### config.mk
export PLATFORM = sky130hd
export DESIGN_NAME = fpc_host
export DESIGN_NICKNAME = d
export VERILOG_FILES = /design/src/fpc_pkg.sv /design/src/fpc_wr_if.sv /design/src/fpc_host.sv /design/src/fpc_pin_engine.sv
export VERILOG_INCLUDE_DIRS = /design/src
export SDC_FILE = /design/constraint.sdc
export NUM_CORES = 1
export LEC_CHECK = 0
export BUFFER_PORTS_ARGS = -buffer_cell sky130_fd_sc_hd__buf_2
export CAP_MARGIN = 20
export CORE_MARGIN = 2
export CORE_UTILIZATION = 60
export CTS_CLUSTER_DIAMETER = 120
export CTS_CLUSTER_SIZE = 28
export DETAILED_ROUTE_END_ITERATION = 8
export GPL_TIMING_DRIVEN = 0
export PLACE_DENSITY_LB_ADDON = 0.12
export SYNTH_ARGS = -nofsm -noshare
export SYNTH_HDL_FRONTEND = slang
export SYNTH_HIERARCHICAL = 1
export SYNTH_SLANG_ARGS = --single-unit
export TNS_END_PERCENT = 10
### constraint.sdc
create_clock -name sys_clk -period 5.2 [get_ports sys_clk]
set_input_delay 0.26 -clock sys_clk [delete_from_list [all_inputs] [get_ports sys_clk]]
set_output_delay 0.26 -clock sys_clk [all_outputs]
set_load 0.01 [all_outputs]
### src/fpc_defines.svh
// constants for the flash command sequencer host
`ifndef FPC_DEFINES_SVH
`define FPC_DEFINES_SVH
`define FPC_REG_CTRL 4'h0
`define FPC_REG_ADDR 4'h1
`define FPC_REG_DATA 4'h2
`define FPC_REG_STAT 4'h3
`define FPC_REG_RDATA 4'h4
`define FPC_REG_SECT 4'h5
`define FPC_CTRL_BYTE 8
`define FPC_CTRL_ACCEL 9
`define FPC_CMD_UNLK1 8'hAA
`define FPC_CMD_UNLK2 8'h55
`define FPC_CMD_PROG 8'hA0
`define FPC_CMD_BYPASS 8'h20
`define FPC_CMD_ERASE 8'h80
`define FPC_CMD_CHIP 8'h10
`define FPC_CMD_SECT 8'h30
`define FPC_CMD_SUSP 8'hB0
`define FPC_CMD_RESUME 8'h30
`define FPC_CMD_RESET 8'hF0
`define FPC_CMD_SEC_EN 8'h88
`define FPC_CMD_EXIT1 8'h90
`define FPC_CMD_EXIT2 8'h00
`define FPC_ADR_U1 12'h555
`define FPC_ADR_U2 12'h2AA
`define FPC_ADR_U1B 12'hAAA
`define FPC_ADR_U2B 12'h555
`define FPC_CLK_MHZ 125
`define FPC_WINDOW_US 50
`define FPC_WINDOW_CYC (`FPC_WINDOW_US * `FPC_CLK_MHZ)
`define FPC_WE_CYC 4
`endif

### src/fpc_pkg.sv
// types for the flash command sequencer host
`default_nettype none
package fpc_pkg;
  typedef enum logic [3:0] {
    FPC_OP_NONE, FPC_OP_PROG, FPC_OP_BYP_ENTER, FPC_OP_BYP_PROG,
    FPC_OP_BYP_EXIT, FPC_OP_CHIP_ERASE, FPC_OP_SECT_ERASE,
    FPC_OP_SECT_ADD, FPC_OP_SUSPEND, FPC_OP_RESUME, FPC_OP_RESET,
    FPC_OP_SEC_ENTER, FPC_OP_SEC_EXIT, FPC_OP_READ
  } fpc_op_t;
  typedef struct packed {
    logic [21:0] addr;
    logic [15:0] data;
  } fpc_cycle_t;
endpackage : fpc_pkg
`default_nettype wire

### src/fpc_wr_if.sv
// strobe request channel between sequencer and pin engine
`default_nettype none
interface fpc_wr_if;
  logic req;
  logic rd;
  logic [21:0] addr;
  logic [15:0] data;
  logic done;
  logic [15:0] rdata;
  modport seq (output req, output rd, output addr, output data,
    input done, input rdata);
  modport pins (input req, input rd, input addr, input data,
    output done, output rdata);
endinterface : fpc_wr_if
`default_nettype wire

### src/fpc_host.sv
// host sequencer issuing flash program, erase and region commands
// Function
// - secure region entered by three cycles, left by four-cycle exit.
// - program is two unlocks, set-up, then address and data.
// - bypass entry is two unlocks and 20h, then A0h plus data.
// - in bypass only bypass program and bypass reset are valid; the code also accepts a read.
// - chip erase is six cycles ending in the chip-erase command.
// - sector erase is six cycles ending with sector address and 30h.
// - 50 us window allows extra sector-address-plus-30h writes.
// - only 30h, B0h, F0h may be written inside the window.
//
// Our own choices: the strobed register port and the register addresses.
`include "fpc_defines.svh"
`default_nettype none
module fpc_host
  import fpc_pkg::*;
#(
  parameter int WINDOW_CYC = `FPC_WINDOW_CYC
) (
  input wire logic sys_clk, // 125 MHz clock
  input wire logic rst, // sync reset, active high
  input wire logic ce, // clock enable
  input wire logic [3:0] reg_addr, // register address
  input wire logic [31:0] reg_wdata, // register write data
  input wire logic reg_wr, // write strobe
  input wire logic reg_rd, // read strobe
  output logic [31:0] reg_rdata, // read data, next cycle
  output logic [21:0] fl_addr, // flash address
  output logic [15:0] fl_dq_out, // flash data out
  output logic fl_dq_oe, // flash data drive enable
  input wire logic [15:0] fl_dq_in, // flash data in
  output logic fl_we_n, // write strobe to flash
  output logic fl_oe_n, // output enable to flash
  output logic fl_ce_n, // chip enable to flash
  output logic fl_byte_n, // byte-mode select, low for byte
  output logic fl_accel_hv, // request high voltage on protect pin
  output logic fl_reset_n, // hardware reset to flash
  input wire logic ready_busy_out_n // flash ready/busy, low busy
);
  import fpc_pkg::*;
  typedef enum logic [2:0] {
    FPC_IDLE, FPC_ISSUE, FPC_WAIT, FPC_POLL, FPC_WINDOW
  } fpc_state_t;
  fpc_state_t st_q;
  fpc_wr_if wif ();
  logic [15:0] dq_m_q, dq_s_q;
  logic rb_m_q, rb_s_q;
  logic [31:0] ctrl_q;
  logic [21:0] addr_q, sect_q;
  logic [15:0] data_q;
  logic [2:0] idx_q;
  fpc_op_t op_q;
  logic sec_q, byp_q, err_q, tmo_q, hwrst_q, rdone_q;
  logic [15:0] last_rd_q;
  logic [13:0] win_q;
  fpc_cycle_t cyc;
  logic [2:0] op_len;
  fpc_op_t new_op;
  logic go, busy, is_byte, op_ok, in_alg, susp_ok;
  assign is_byte = !ctrl_q[`FPC_CTRL_BYTE];
  assign fl_byte_n = ctrl_q[`FPC_CTRL_BYTE];
  assign fl_accel_hv = ctrl_q[`FPC_CTRL_ACCEL] && !sec_q;
  assign fl_reset_n = !hwrst_q;
  assign new_op = fpc_op_t'(reg_wdata[3:0]);
  assign go = reg_wr && reg_addr == `FPC_REG_CTRL && ce;
  assign busy = st_q != FPC_IDLE && st_q != FPC_WINDOW;
  // suspend may break into a running sector erase
  assign susp_ok = st_q == FPC_POLL && new_op == FPC_OP_SUSPEND &&
    (op_q == FPC_OP_SECT_ERASE || op_q == FPC_OP_SECT_ADD);
  assign in_alg = !rb_s_q;
  // window accepts only extra sector, suspend, reset
  assign op_ok = st_q == FPC_WINDOW ? (new_op == FPC_OP_SECT_ADD ||
    new_op == FPC_OP_SUSPEND || new_op == FPC_OP_RESET) :
    // bypass mode accepts only bypass program, exit and read
    byp_q ? (new_op == FPC_OP_BYP_PROG || new_op == FPC_OP_BYP_EXIT ||
    new_op == FPC_OP_READ) :
    // no bypass and no region access while an algorithm runs
    in_alg ? (new_op == FPC_OP_SUSPEND || new_op == FPC_OP_READ) :
    !(sec_q && (new_op == FPC_OP_BYP_ENTER));
  always_comb begin
    case (op_q)
      FPC_OP_PROG: op_len = 3'd4;
      FPC_OP_BYP_ENTER: op_len = 3'd3;
      FPC_OP_BYP_PROG: op_len = 3'd2;
      FPC_OP_BYP_EXIT: op_len = 3'd2;
      FPC_OP_CHIP_ERASE: op_len = 3'd6;
      FPC_OP_SECT_ERASE: op_len = 3'd6;
      FPC_OP_SEC_ENTER: op_len = 3'd3;
      FPC_OP_SEC_EXIT: op_len = 3'd4;
      default: op_len = 3'd1;
    endcase
  end
  // unlock pair address differs in byte mode
  logic [11:0] u1, u2;
  assign u1 = is_byte ? `FPC_ADR_U1B : `FPC_ADR_U1;
  assign u2 = is_byte ? `FPC_ADR_U2B : `FPC_ADR_U2;
  always_comb begin
    cyc.addr = {10'h000, u1};
    cyc.data = {8'h00, `FPC_CMD_UNLK1};
    case ({op_q, idx_q})
      {FPC_OP_PROG, 3'd1}, {FPC_OP_BYP_ENTER, 3'd1},
      {FPC_OP_CHIP_ERASE, 3'd1}, {FPC_OP_SECT_ERASE, 3'd1},
      {FPC_OP_CHIP_ERASE, 3'd4}, {FPC_OP_SECT_ERASE, 3'd4},
      {FPC_OP_SEC_ENTER, 3'd1}, {FPC_OP_SEC_EXIT, 3'd1}:
        cyc = '{{10'h000, u2}, {8'h00, `FPC_CMD_UNLK2}};
      {FPC_OP_PROG, 3'd2}: cyc.data = {8'h00, `FPC_CMD_PROG};
      {FPC_OP_BYP_ENTER, 3'd2}: cyc.data = {8'h00, `FPC_CMD_BYPASS};
      {FPC_OP_CHIP_ERASE, 3'd2}, {FPC_OP_SECT_ERASE, 3'd2}:
        cyc.data = {8'h00, `FPC_CMD_ERASE};
      {FPC_OP_SEC_ENTER, 3'd2}: cyc.data = {8'h00, `FPC_CMD_SEC_EN};
      {FPC_OP_SEC_EXIT, 3'd2}: cyc.data = {8'h00, `FPC_CMD_EXIT1};
      {FPC_OP_SEC_EXIT, 3'd3}: cyc.data = {8'h00, `FPC_CMD_EXIT2};
      {FPC_OP_CHIP_ERASE, 3'd5}: cyc.data = {8'h00, `FPC_CMD_CHIP};
      {FPC_OP_SECT_ERASE, 3'd5}, {FPC_OP_SECT_ADD, 3'd0}:
        cyc = '{sect_q, {8'h00, `FPC_CMD_SECT}};
      {FPC_OP_PROG, 3'd3}, {FPC_OP_BYP_PROG, 3'd1}:
        cyc = '{addr_q, is_byte ? {8'h00, data_q[7:0]} : data_q};
      {FPC_OP_BYP_PROG, 3'd0}: cyc.data = {8'h00, `FPC_CMD_PROG};
      {FPC_OP_BYP_EXIT, 3'd0}: cyc.data = {8'h00, `FPC_CMD_EXIT1};
      {FPC_OP_BYP_EXIT, 3'd1}: cyc.data = {8'h00, `FPC_CMD_EXIT2};
      {FPC_OP_SUSPEND, 3'd0}: cyc = '{sect_q, {8'h00, `FPC_CMD_SUSP}};
      {FPC_OP_RESUME, 3'd0}: cyc = '{sect_q, {8'h00, `FPC_CMD_RESUME}};
      {FPC_OP_RESET, 3'd0}: cyc.data = {8'h00, `FPC_CMD_RESET};
      {FPC_OP_READ, 3'd0}: cyc.addr = addr_q;
      default: ;
    endcase
  end
  assign wif.req = st_q == FPC_ISSUE;
  assign wif.rd = op_q == FPC_OP_READ;
  assign wif.addr = cyc.addr;
  assign wif.data = cyc.data;
  fpc_pin_engine u_pins (
    .sys_clk(sys_clk), .rst(rst), .ce(ce), .bus(wif.pins),
    .dq_in_s(dq_s_q), .fl_addr(fl_addr), .fl_dq_out(fl_dq_out),
    .fl_dq_oe(fl_dq_oe), .fl_we_n(fl_we_n), .fl_oe_n(fl_oe_n),
    .fl_ce_n(fl_ce_n)
  );
  logic last_cyc, alg_op;
  assign last_cyc = idx_q == op_len - 3'd1;
  assign alg_op = op_q == FPC_OP_PROG || op_q == FPC_OP_BYP_PROG ||
    op_q == FPC_OP_CHIP_ERASE;
  always_ff @(posedge sys_clk) begin
    if (rst) begin
      dq_m_q <= '0; dq_s_q <= '0; rb_m_q <= 1'b1; rb_s_q <= 1'b1;
    end else if (ce) begin
      dq_m_q <= fl_dq_in; dq_s_q <= dq_m_q;
      rb_m_q <= ready_busy_out_n; rb_s_q <= rb_m_q;
    end
  end
  always_ff @(posedge sys_clk) begin
    if (rst) begin
      st_q <= FPC_IDLE; ctrl_q <= '0; addr_q <= '0; data_q <= '0;
      sect_q <= '0; idx_q <= '0; op_q <= FPC_OP_NONE;
      sec_q <= 1'b0; byp_q <= 1'b0; err_q <= 1'b0; tmo_q <= 1'b0;
      hwrst_q <= 1'b0; win_q <= '0; last_rd_q <= '0; rdone_q <= 1'b0;
    end else if (ce) begin
      hwrst_q <= 1'b0;
      if (reg_wr && reg_addr == `FPC_REG_ADDR) addr_q <= reg_wdata[21:0];
      if (reg_wr && reg_addr == `FPC_REG_DATA) data_q <= reg_wdata[15:0];
      if (reg_wr && reg_addr == `FPC_REG_SECT) sect_q <= reg_wdata[21:0];
      if (reg_wr && reg_addr == `FPC_REG_STAT) begin
        err_q <= 1'b0; rdone_q <= 1'b0;
      end
      if (go && reg_wdata[31]) begin
        // hardware reset aborts any algorithm
        hwrst_q <= 1'b1; st_q <= FPC_IDLE; byp_q <= 1'b0; sec_q <= 1'b0;
      end else if (go) begin
        // mode bits frozen while a bus sequence is running
        if (!busy) ctrl_q <= reg_wdata;
        if (new_op != FPC_OP_NONE) begin
          if ((!busy || susp_ok) && op_ok) begin
            op_q <= new_op; idx_q <= '0; st_q <= FPC_ISSUE;
            tmo_q <= 1'b0;
          end else err_q <= 1'b1;
        end
      end
      case (st_q)
        FPC_ISSUE: st_q <= FPC_WAIT;
        FPC_WAIT: if (wif.done) begin
          if (!last_cyc) begin
            idx_q <= idx_q + 3'd1; st_q <= FPC_ISSUE;
          end else begin
            case (op_q)
              FPC_OP_SEC_ENTER: sec_q <= 1'b1;
              FPC_OP_SEC_EXIT: sec_q <= 1'b0;
              FPC_OP_BYP_ENTER: byp_q <= 1'b1;
              FPC_OP_BYP_EXIT, FPC_OP_RESET: byp_q <= 1'b0;
              FPC_OP_READ: begin
                last_rd_q <= wif.rdata; rdone_q <= 1'b1;
              end
              default: ;
            endcase
            win_q <= '0;
            st_q <= (op_q == FPC_OP_SECT_ERASE || op_q == FPC_OP_SECT_ADD)
              ? FPC_WINDOW : alg_op ? FPC_POLL : FPC_IDLE;
          end
        end
        // window timed from last strobe rise
        FPC_WINDOW: if (!go) begin
          if (win_q == 14'(WINDOW_CYC - 1)) begin
            tmo_q <= 1'b1; st_q <= FPC_POLL;
          end else win_q <= win_q + 14'h1;
        end
        // wait for ready to return
        FPC_POLL: if (win_q[3] && rb_s_q) st_q <= FPC_IDLE;
          else if (!win_q[3]) win_q <= win_q + 14'h1;
        default: ;
      endcase
      if (go && !reg_wdata[31] && susp_ok && op_ok)
        st_q <= FPC_ISSUE;
      if (fl_accel_hv) byp_q <= 1'b1;
    end
  end
  logic [31:0] rd_mux;
  assign rd_mux = reg_addr == `FPC_REG_CTRL ? ctrl_q :
    reg_addr == `FPC_REG_ADDR ? {10'h000, addr_q} :
    reg_addr == `FPC_REG_DATA ? {16'h0000, data_q} :
    reg_addr == `FPC_REG_SECT ? {10'h000, sect_q} :
    reg_addr == `FPC_REG_RDATA ? {16'h0000, last_rd_q} :
    reg_addr == `FPC_REG_STAT ? {24'h0, tmo_q, rdone_q, in_alg, err_q,
      byp_q, sec_q, st_q == FPC_WINDOW, st_q != FPC_IDLE} : 32'h0;
  always_ff @(posedge sys_clk) begin
    if (rst) reg_rdata <= '0;
    else if (ce && reg_rd) reg_rdata <= rd_mux;
  end
endmodule : fpc_host
`default_nettype wire

### src/fpc_pin_engine.sv
// one flash bus cycle: write strobe pulse or read sample
`include "fpc_defines.svh"
`default_nettype none
module fpc_pin_engine #(
  parameter int STROBE_CYC = `FPC_WE_CYC
) (
  input wire logic sys_clk, // clock
  input wire logic rst, // sync reset
  input wire logic ce, // clock enable
  fpc_wr_if.pins bus, // request channel
  input wire logic [15:0] dq_in_s, // synchronised flash data
  output logic [21:0] fl_addr, // flash address
  output logic [15:0] fl_dq_out, // flash data out
  output logic fl_dq_oe, // flash data drive
  output logic fl_we_n, // write strobe
  output logic fl_oe_n, // output enable
  output logic fl_ce_n // chip enable
);
  logic [3:0] cnt_q;
  logic busy_q, rd_q;
  logic last;
  assign last = busy_q && cnt_q == 4'(STROBE_CYC + 2);
  always_ff @(posedge sys_clk) begin
    if (rst) begin
      cnt_q <= 4'h0; busy_q <= 1'b0; rd_q <= 1'b0; fl_addr <= '0;
      fl_dq_out <= '0; fl_dq_oe <= 1'b0; fl_we_n <= 1'b1;
      fl_oe_n <= 1'b1; fl_ce_n <= 1'b1; bus.done <= 1'b0;
      bus.rdata <= '0;
    end else if (ce) begin
      bus.done <= last;
      if (bus.req && !busy_q) begin
        busy_q <= 1'b1; rd_q <= bus.rd; cnt_q <= 4'h0;
        fl_addr <= bus.addr; fl_dq_out <= bus.data;
        fl_dq_oe <= !bus.rd; fl_ce_n <= 1'b0;
      end else if (busy_q) begin
        cnt_q <= cnt_q + 4'h1;
        // address latched on the falling strobe, data on the rising
        if (cnt_q == 4'h0) begin
          fl_we_n <= rd_q; fl_oe_n <= !rd_q;
        end
        if (cnt_q == 4'(STROBE_CYC)) begin
          fl_we_n <= 1'b1; fl_oe_n <= 1'b1;
          if (rd_q) bus.rdata <= dq_in_s;
        end
        if (last) begin
          busy_q <= 1'b0; fl_ce_n <= 1'b1; fl_dq_oe <= 1'b0;
        end
      end
    end
  end
endmodule : fpc_pin_engine
`default_nettype wire

* After elaboration in Yosys (flattened, before gate mapping) *
Memory sizes are Yosys's and may differ from the RTL's. A register that Yosys moved wholly into a read port is not among the register bits.
Cells that the tools add are included.

cells by class
  add/subtract/negate cells = 4
  muxes and demuxes = 87
  reductions and logical operators = 69
  equality and inequality tests = 65
  bitwise logic cells = 3

operator list
  cell                     number
  $pmux W16 S12            1
  $mux W14                 6
  $eq A7 B6 Y1 const B     11
  $mux W22                 3
  $pmux W22 S3             1
  $eq A7 B7 Y1 const B     9
  $mux W3                  18
  $mux W1                  43
  $pmux W14 S3             1
  $eq A4 B3 Y1 const B     10
  $mux W16                 2
  $mux W32                 1
  $eq A4 B4 Y1 const B     7
  $eq A7 B5 Y1 const B     4
  $eq A4 B2 Y1 const B     6
  $eq A7 B4 Y1 const B     3
  $logic_and A1 B1 Y1      20
  $mux W4                  4
  $reduce_and A5 Y1        3
  $add A14 B1 Y14 const B  1
  $eq A14 B13 Y1 const B   1
  $mux W12                 1
  $pmux W3 S4              1
  $reduce_or A2 Y1         6
  other kinds (30)         65

word-level totals
  input bits = 58
  word-level logic and storage cells = 261
  output and inout port bits = 77
  bits in registers = 269
  memory bits (read-only) = 48
  memories = 1

memories
  name              words  bits a word  rd ports  clocked after memory_dff  write ports  line            RTL
  (name not given)  16     3            1         1                         0            fpc_host.sv:81  case (op_q)

* Longest topological paths before layout *
  depth after elaboration = 15
  gate-level depth with buffers = 14
  mapped depth without buffers = 12

* By module *
The synthesis kept the hierarchy.

by module, submodules not included
  module          area each (um^2)  times used  cells each  sequential area each (um^2)
  fpc_host        9565.4            1           1180        4144.0
  fpc_pin_engine  2593.7            1           300         1301.2

* Least setup slack after synthesis *
Ideal clock, no wire load.

  kind = register -> register
  from = register st_q[2]
  to = register, netlist name op_len[2]
  clock period less this slack = 2.879 ns
  slack = 2.321 ns
  cell stages (with the launch flop) = 15
  buffers on the path = 2
  data arrival time = 2.749 ns
  cell sequence = dfxtp_1 buf_6 and3b_1 buf_4 nand4_1 a22o_2 or3_4 nor2_4 a21oi_1 or2_2 ha_1 nand2b_1 a21oi_1 a311oi_1 o22ai_1

on the way
  cells in the longest elaborated chain, start to end = 8
  elaborated cells between the ends (all ways) = 14
  classes of those cells = 3 x eq/ne; 3 x mux; 8 x reduce/logical

RTL lines
  what                                                     line                             RTL
  start: declaration                                       fpc_host.sv:44                   fpc_state_t st_q;
  start signal: assignment                                 fpc_host.sv:194                  st_q <= (op_q == FPC_OP_SECT_ERASE || op_q == FPC_OP_SECT_ADD)
  $ne A3 B3 Y1, or another cell as far along               fpc_host.sv:66                   assign busy = st_q != FPC_IDLE && st_q != FPC_WINDOW;
  $logic_and A1 B1 Y1 (on tied branches)                   fpc_host.sv:66, fpc_host.sv:68
  $logic_not A1 Y1 or $logic_and A1 B1 Y1 (tied branches)  fpc_host.sv:171, fpc_host.sv:68
  $logic_or A1 B1 Y1                                       fpc_host.sv:171                  if ((!busy || susp_ok) && op_ok) begin
  $logic_and A1 B1 Y1 (*)                                  fpc_host.sv:171
  $reduce_and A5 Y1 (no line) (*)                          n/a
  $mux W4 (no line) (*) (2 in a row)                       n/a

Mark *: on every way between the ends. The rest lies on a longest branch, timed or not.
A chain may end at the register's enable or synchronous reset.

* Worst setup path after layout *
  from = register op_q[2]
  to = register, netlist name op_len[2]

on the way
  cells in the longest elaborated chain, start to end = 8
  elaborated cells between the ends (all ways) = 9
  classes of those cells = 2 x eq/ne; 2 x mux; 5 x reduce/logical

RTL lines
  what                                line             RTL
  start: declaration                  fpc_host.sv:52   fpc_op_t op_q;
  start signal: assignment            fpc_host.sv:153  sect_q <= '0; idx_q <= '0; op_q <= FPC_OP_NONE;
  start signal: assignment            fpc_host.sv:172  op_q <= new_op; idx_q <= '0; st_q <= FPC_ISSUE;
  $eq A4 B3 Y1                        fpc_host.sv:69   (op_q == FPC_OP_SECT_ERASE || op_q == FPC_OP_SECT_ADD);
  $logic_or A1 B1 Y1                  fpc_host.sv:69
  $logic_and A1 B1 Y1                 fpc_host.sv:68   assign susp_ok = st_q == FPC_POLL && new_op == FPC_OP_SUSPEND &&
  $logic_or A1 B1 Y1                  fpc_host.sv:171
  $logic_and A1 B1 Y1                 fpc_host.sv:171
  $reduce_and A5 Y1 (no line)         n/a
  $mux W4 (no line) (*) (2 in a row)  n/a

Marked as above.

==> flow_summary_export.csv <==
group,metric,value,unit
status,status,"completed",
die,num_rows,52,
setup_path,cp_num_buf_inv,1,
synth,async_flop_share,0,
setup_path,cp_slowest_cell,"or3_4",
sta,finalSetupTns,0,ns
die,die_x,146,um
sta,period_share,0.651,
clock_network,cts_buffers,13,
sta,drv_slew,0,
power,vdd_drop_max,0.000300,V
sta,fin_crit,3.39,ns
sta,relSlewSlack,0.264,
synth,synth_edf_count,0,
die,die_area,21400,sq um
global_routing,grtUsageTotal,0.345,
power,p_leak,0.00510,uW
setup_path,r2r_cells,13,
synth,yosysUniqueCellTypes,86,
place,io_buffers,132,
clock_network,path_clk_slew,0.12,ns
synth,netlist_area,12200,sq um
finish,final_util,0.676,
finish,fillers,1796,
setup_path,crit_start,"op_q[2]$_SDFFE_PP0N_",
clock_network,clkSinkCount,272,
synth,synth.yosys.seq_area_share,0.448,
synth,synth_ff_type,"dfxtp_1",
route,wl,37900,um
synth,ys_seq_elements,272,
clock_network,clock_path_buffers,3,
finish,layout-drive-gt1-share,0.129,
route,vias,11400,
hold_path,hp-class,"primary input to register",
sta,max_freq,295,MHz
setup_path,endpoint,"op_len[2]$_DFF_P_",
synth,synthCells,1480,
finish,finalNetCount,1708,
sta,hold_violations,0,
sta,grt_setup_unrepaired,"false",
route,drt-vias-per-instance,6.00,
setup_path,max_stage_delay,0.42,ns
synth,yosys_warnings,6,
synth,avgSynthCellArea,8.22,sq um
sta,worstMarginPinSlew,1.10,ns
die,fp.dieH,146,um
job,maxCapViolations,0,
power,p_per_area,262,nW/um^2
setup_path,reg2reg_to,"op_len[2]$_DFF_P_",
setup_path,crit_cells,13,
clock_network,h-tree-depth,1,
die,top_level_ports,135,
sta,skew,0.0211,ns
setup_path,crit_path_max_fanout,10,
die,initial_core_util,0.607,
global_routing,antenna_found_initial,0,
setup_path,cp-start-kind,"register",
global_routing,grt_pass1_wl,58700,um
global_routing,grt_max_degree,29,
global_routing,gr-total-overflow,0,
finish,area_growth,11.5,%
setup_path,crit_type,"register to register",
clock_network,clock_latency,0.50,ns
global_routing,grt_pass1_vias,10500,
route,drtAntennaViolNets,0,
clock_network,cts_tree,"built",
setup_path,cpMostUsedCell,"a21oi_1",
setup_path,worst_r2r_startpoint,"op_q[2]$_SDFFE_PP0N_",
setup_path,reg2reg_slack,1.81,ns
clock_network,cts-root-buf,"clkbuf_16",
route,firstDrtPassIters,9,
setup_path,path_delay_family,"simple AND/OR/NAND/NOR gates",
synth,synth_fp_nets,1555,
route,first_iter_violations,1373,
setup_path,cp_cell_sequence,"buf_2 -> and2b_1 -> nand4_1 -> a22o_2 -> or3_4 -> nor2_4 -> a21oi_1 -> or2_2 -> ha_1 -> nand2b_1 -> a21oi_1 -> a311oi_1 -> o22ai_1",
place,routabilityCongestion,0.993,
sta,finalSetupViolations,0,
route,avgRoutedWirePerCell,19.9,um
place,place_hpwl,28400,um
setup_path,crit_path_end_kind,"register",
setup_path,worst_ep_arrival_time,3.76,ns
setup_path,required,5.58,ns
route,drc_errors,0,
die,core_area,20000,sq um
-- flip-flops by register name, indices dropped and copies added, names as in the netlist, 3 cells and up --
name and cells:
addr_q 22, ctrl_q 32, data_q 16, dq_m_q 16, dq_s_q 16, idx_q 3
last_rd_q 16, op_len 3, op_q 4, reg_rdata 32, sect_q 22, st_q 3
u_pins/bus.rdata 16, u_pins/cnt_q 4, u_pins/fl_addr 22, u_pins/fl_dq_out 16, win_q 14
-- synthesized netlist by cell type (all sizes together), types with 3 or more instances --
| library cell | n | area [sq um] |
|---|---|---|
| a22o | 11 | 97.6 |
| a222oi | 21 | 210 |
| a221o | 11 | 110 |
| and3 | 19 | 124 |
| nand4 | 5 | 31.3 |
| nor2b | 9 | 56.3 |
| a22oi | 10 | 75.1 |
| clkbuf | 75 | 282 |
| a21oi | 186 | 935 |
| a31oi | 16 | 100 |
| nand2 | 346 | 1300 |
| a311oi | 9 | 78.8 |
| a221oi | 3 | 38.8 |
| inv | 23 | 86.3 |
| dfxtp | 272 | 5450 |
| and3b | 6 | 53.8 |
| nor3b | 4 | 30.0 |
| nand4b | 3 | 26.3 |
| o22ai | 4 | 25.0 |
| nand2b | 39 | 244 |
| nor3 | 11 | 71.3 |
| xnor2 | 9 | 78.8 |
| o21bai | 3 | 22.5 |
| a211oi | 11 | 82.6 |
| a32oi | 4 | 35.0 |
| nor4 | 6 | 58.8 |
| xor2 | 3 | 26.3 |
| o211ai | 6 | 45.0 |
| mux2i | 66 | 661 |
| nor4b | 3 | 41.3 |
| o21ai | 37 | 200 |
| nor4bb | 3 | 30.0 |
| buf | 35 | 219 |
| or2 | 8 | 50.1 |
| nor2 | 109 | 424 |
| nand3b | 4 | 30.0 |
| nand3 | 42 | 215 |
| or3 | 3 | 23.8 |
| ha | 17 | 213 |
-- layer usage --
metal | part of all wire | vias up | track usage
li1 | - | 5431 | -
met1 | 0.42 | 5340 | 0.486
met2 | 0.44 | 577 | 0.543
met3 | 0.11 | 78 | 0.0628
met4 | 0.031 | 0 | 0.103
met5 | 0 | - | 0
-- power breakdown --
| group | switching, uW | total, uW | internal (uW) | leakage, uW |
|---|---|---|---|---|
| Sequential | 22.8 | 2140 | 2120 | 0.00220 |
| Combinational | 197 | 294 | 97.5 | 0.00273 |
| Clock | 663 | 1120 | 459 | 0.000165 |
| Total | 882 | 3560 | 2670 | 0.00510 |
-- worst min-delay path, delay by kind of cell --
family / cells / cell delay [ns]
simple gates: 1 / 0.07
mux: 1 / 0.05
buf+inv: 1 / 0.07
-- logic make-up after synthesis --
kind of cell,after synthesis,synth area share
flops,272,0.448
fa+ha+maj,17,0.0175
compound gates,349,0.182
xor+xnor,13,0.0105
simple gates,629,0.239
buf+inv,133,0.0483
mux,67,0.0553
-- repair_timing --
item | in CTS | in global routing
setup endpoints to repair | 0 | 0
hold buffers | 4 | 1
gates resized for setup | 0 | 0
buffers inserted | 0 | 0
endpoints found under the hold margin | 4 | 1
-- stage by stage --
step / total power, uW / cell area, sq um / cells / setup WS (ns) / hold WS (ns)
2_1_floorplan: 2350 / 12200 / 1480 / 2.32 / 0.388
3_3_place_gp: 2470 / 13200 / 1882 / 1.86 / 0.436
4_1_cts: 3550 / 13500 / 1901 / 1.88 / 0.000356
3_5_place_dp: 2470 / 13200 / 1883 / 1.83 / 0.446
5_1_grt: 3660 / 13600 / 1902 / 1.61 / 0.00986
6_report: 3560 / 13600 / 1903 / 1.81 / 0.00338
-- area by class of cell --
type | count | area, sq um | area share
diodes | 1 | 2.50 | 0.000185
plain buffers | 110 | 500 | 0.0369
clock buffers | 13 | 325 | 0.0240
clock inverters | 1 | 8.76 | 0.000646
inverters | 23 | 86.3 | 0.00637
multi-input cells | 1075 | 6130 | 0.452
flip-flops and latches | 272 | 5450 | 0.402
well taps | 270 | 338 | 0.0249
repair buffers | 138 | 721 | 0.0532
-- worst min-delay path by stage --
stage	cells after the start	from	slack (ns)	to
6_report	3	fl_dq_in[12]	0.003	dq_m_q[12]$_SDFFE_PP0P_
5_1_grt	3	reg_wdata[22]	0.01	ctrl_q[22]$_SDFFE_PP0P_
4_1_cts	3	reg_wdata[29]	0.0004	ctrl_q[29]$_SDFFE_PP0P_
3_5_place_dp	2	u_pins/fl_dq_out[10]$_SDFFE_PP0P_	0.45	u_pins/fl_dq_out[10]$_SDFFE_PP0P_
3_3_place_gp	2	reg_rdata[27]$_SDFFE_PP0P_	0.44	reg_rdata[27]$_SDFFE_PP0P_
2_1_floorplan	2	ready_busy_out_n	0.39	rb_m_q$_SDFFE_PP1P_
-- layout by cell type, fill, tap and decap left out, types with 6 or more instances in the layout --
cell type | netlist | layout
a222oi_1 | 21 | 21
a21oi_1 | 185 | 185
clkbuf_1 | 75 | 75
inv_1 | 23 | 23
a211oi_1 | 11 | 11
mux2i_1 | 66 | 66
dfxtp_1 | 272 | 272
a22o_1 | 10 | 10
nor2_1 | 105 | 105
nor2b_1 | 9 | 9
a31oi_1 | 16 | 16
o211ai_1 | 6 | 6
or2_2 | 8 | 8
buf_2 | 23 | 155
nor3_1 | 9 | 9
xnor2_1 | 9 | 9
o21ai_0 | 34 | 34
a221o_1 | 11 | 11
a311oi_1 | 9 | 9
ha_1 | 17 | 17
nand2b_1 | 39 | 39
clkbuf_16 | 0 | 13
a22oi_1 | 10 | 10
and3_1 | 18 | 18
nand2_1 | 344 | 344
nand3_1 | 41 | 41
Note: power is estimated with default switching activity, not from simulation.
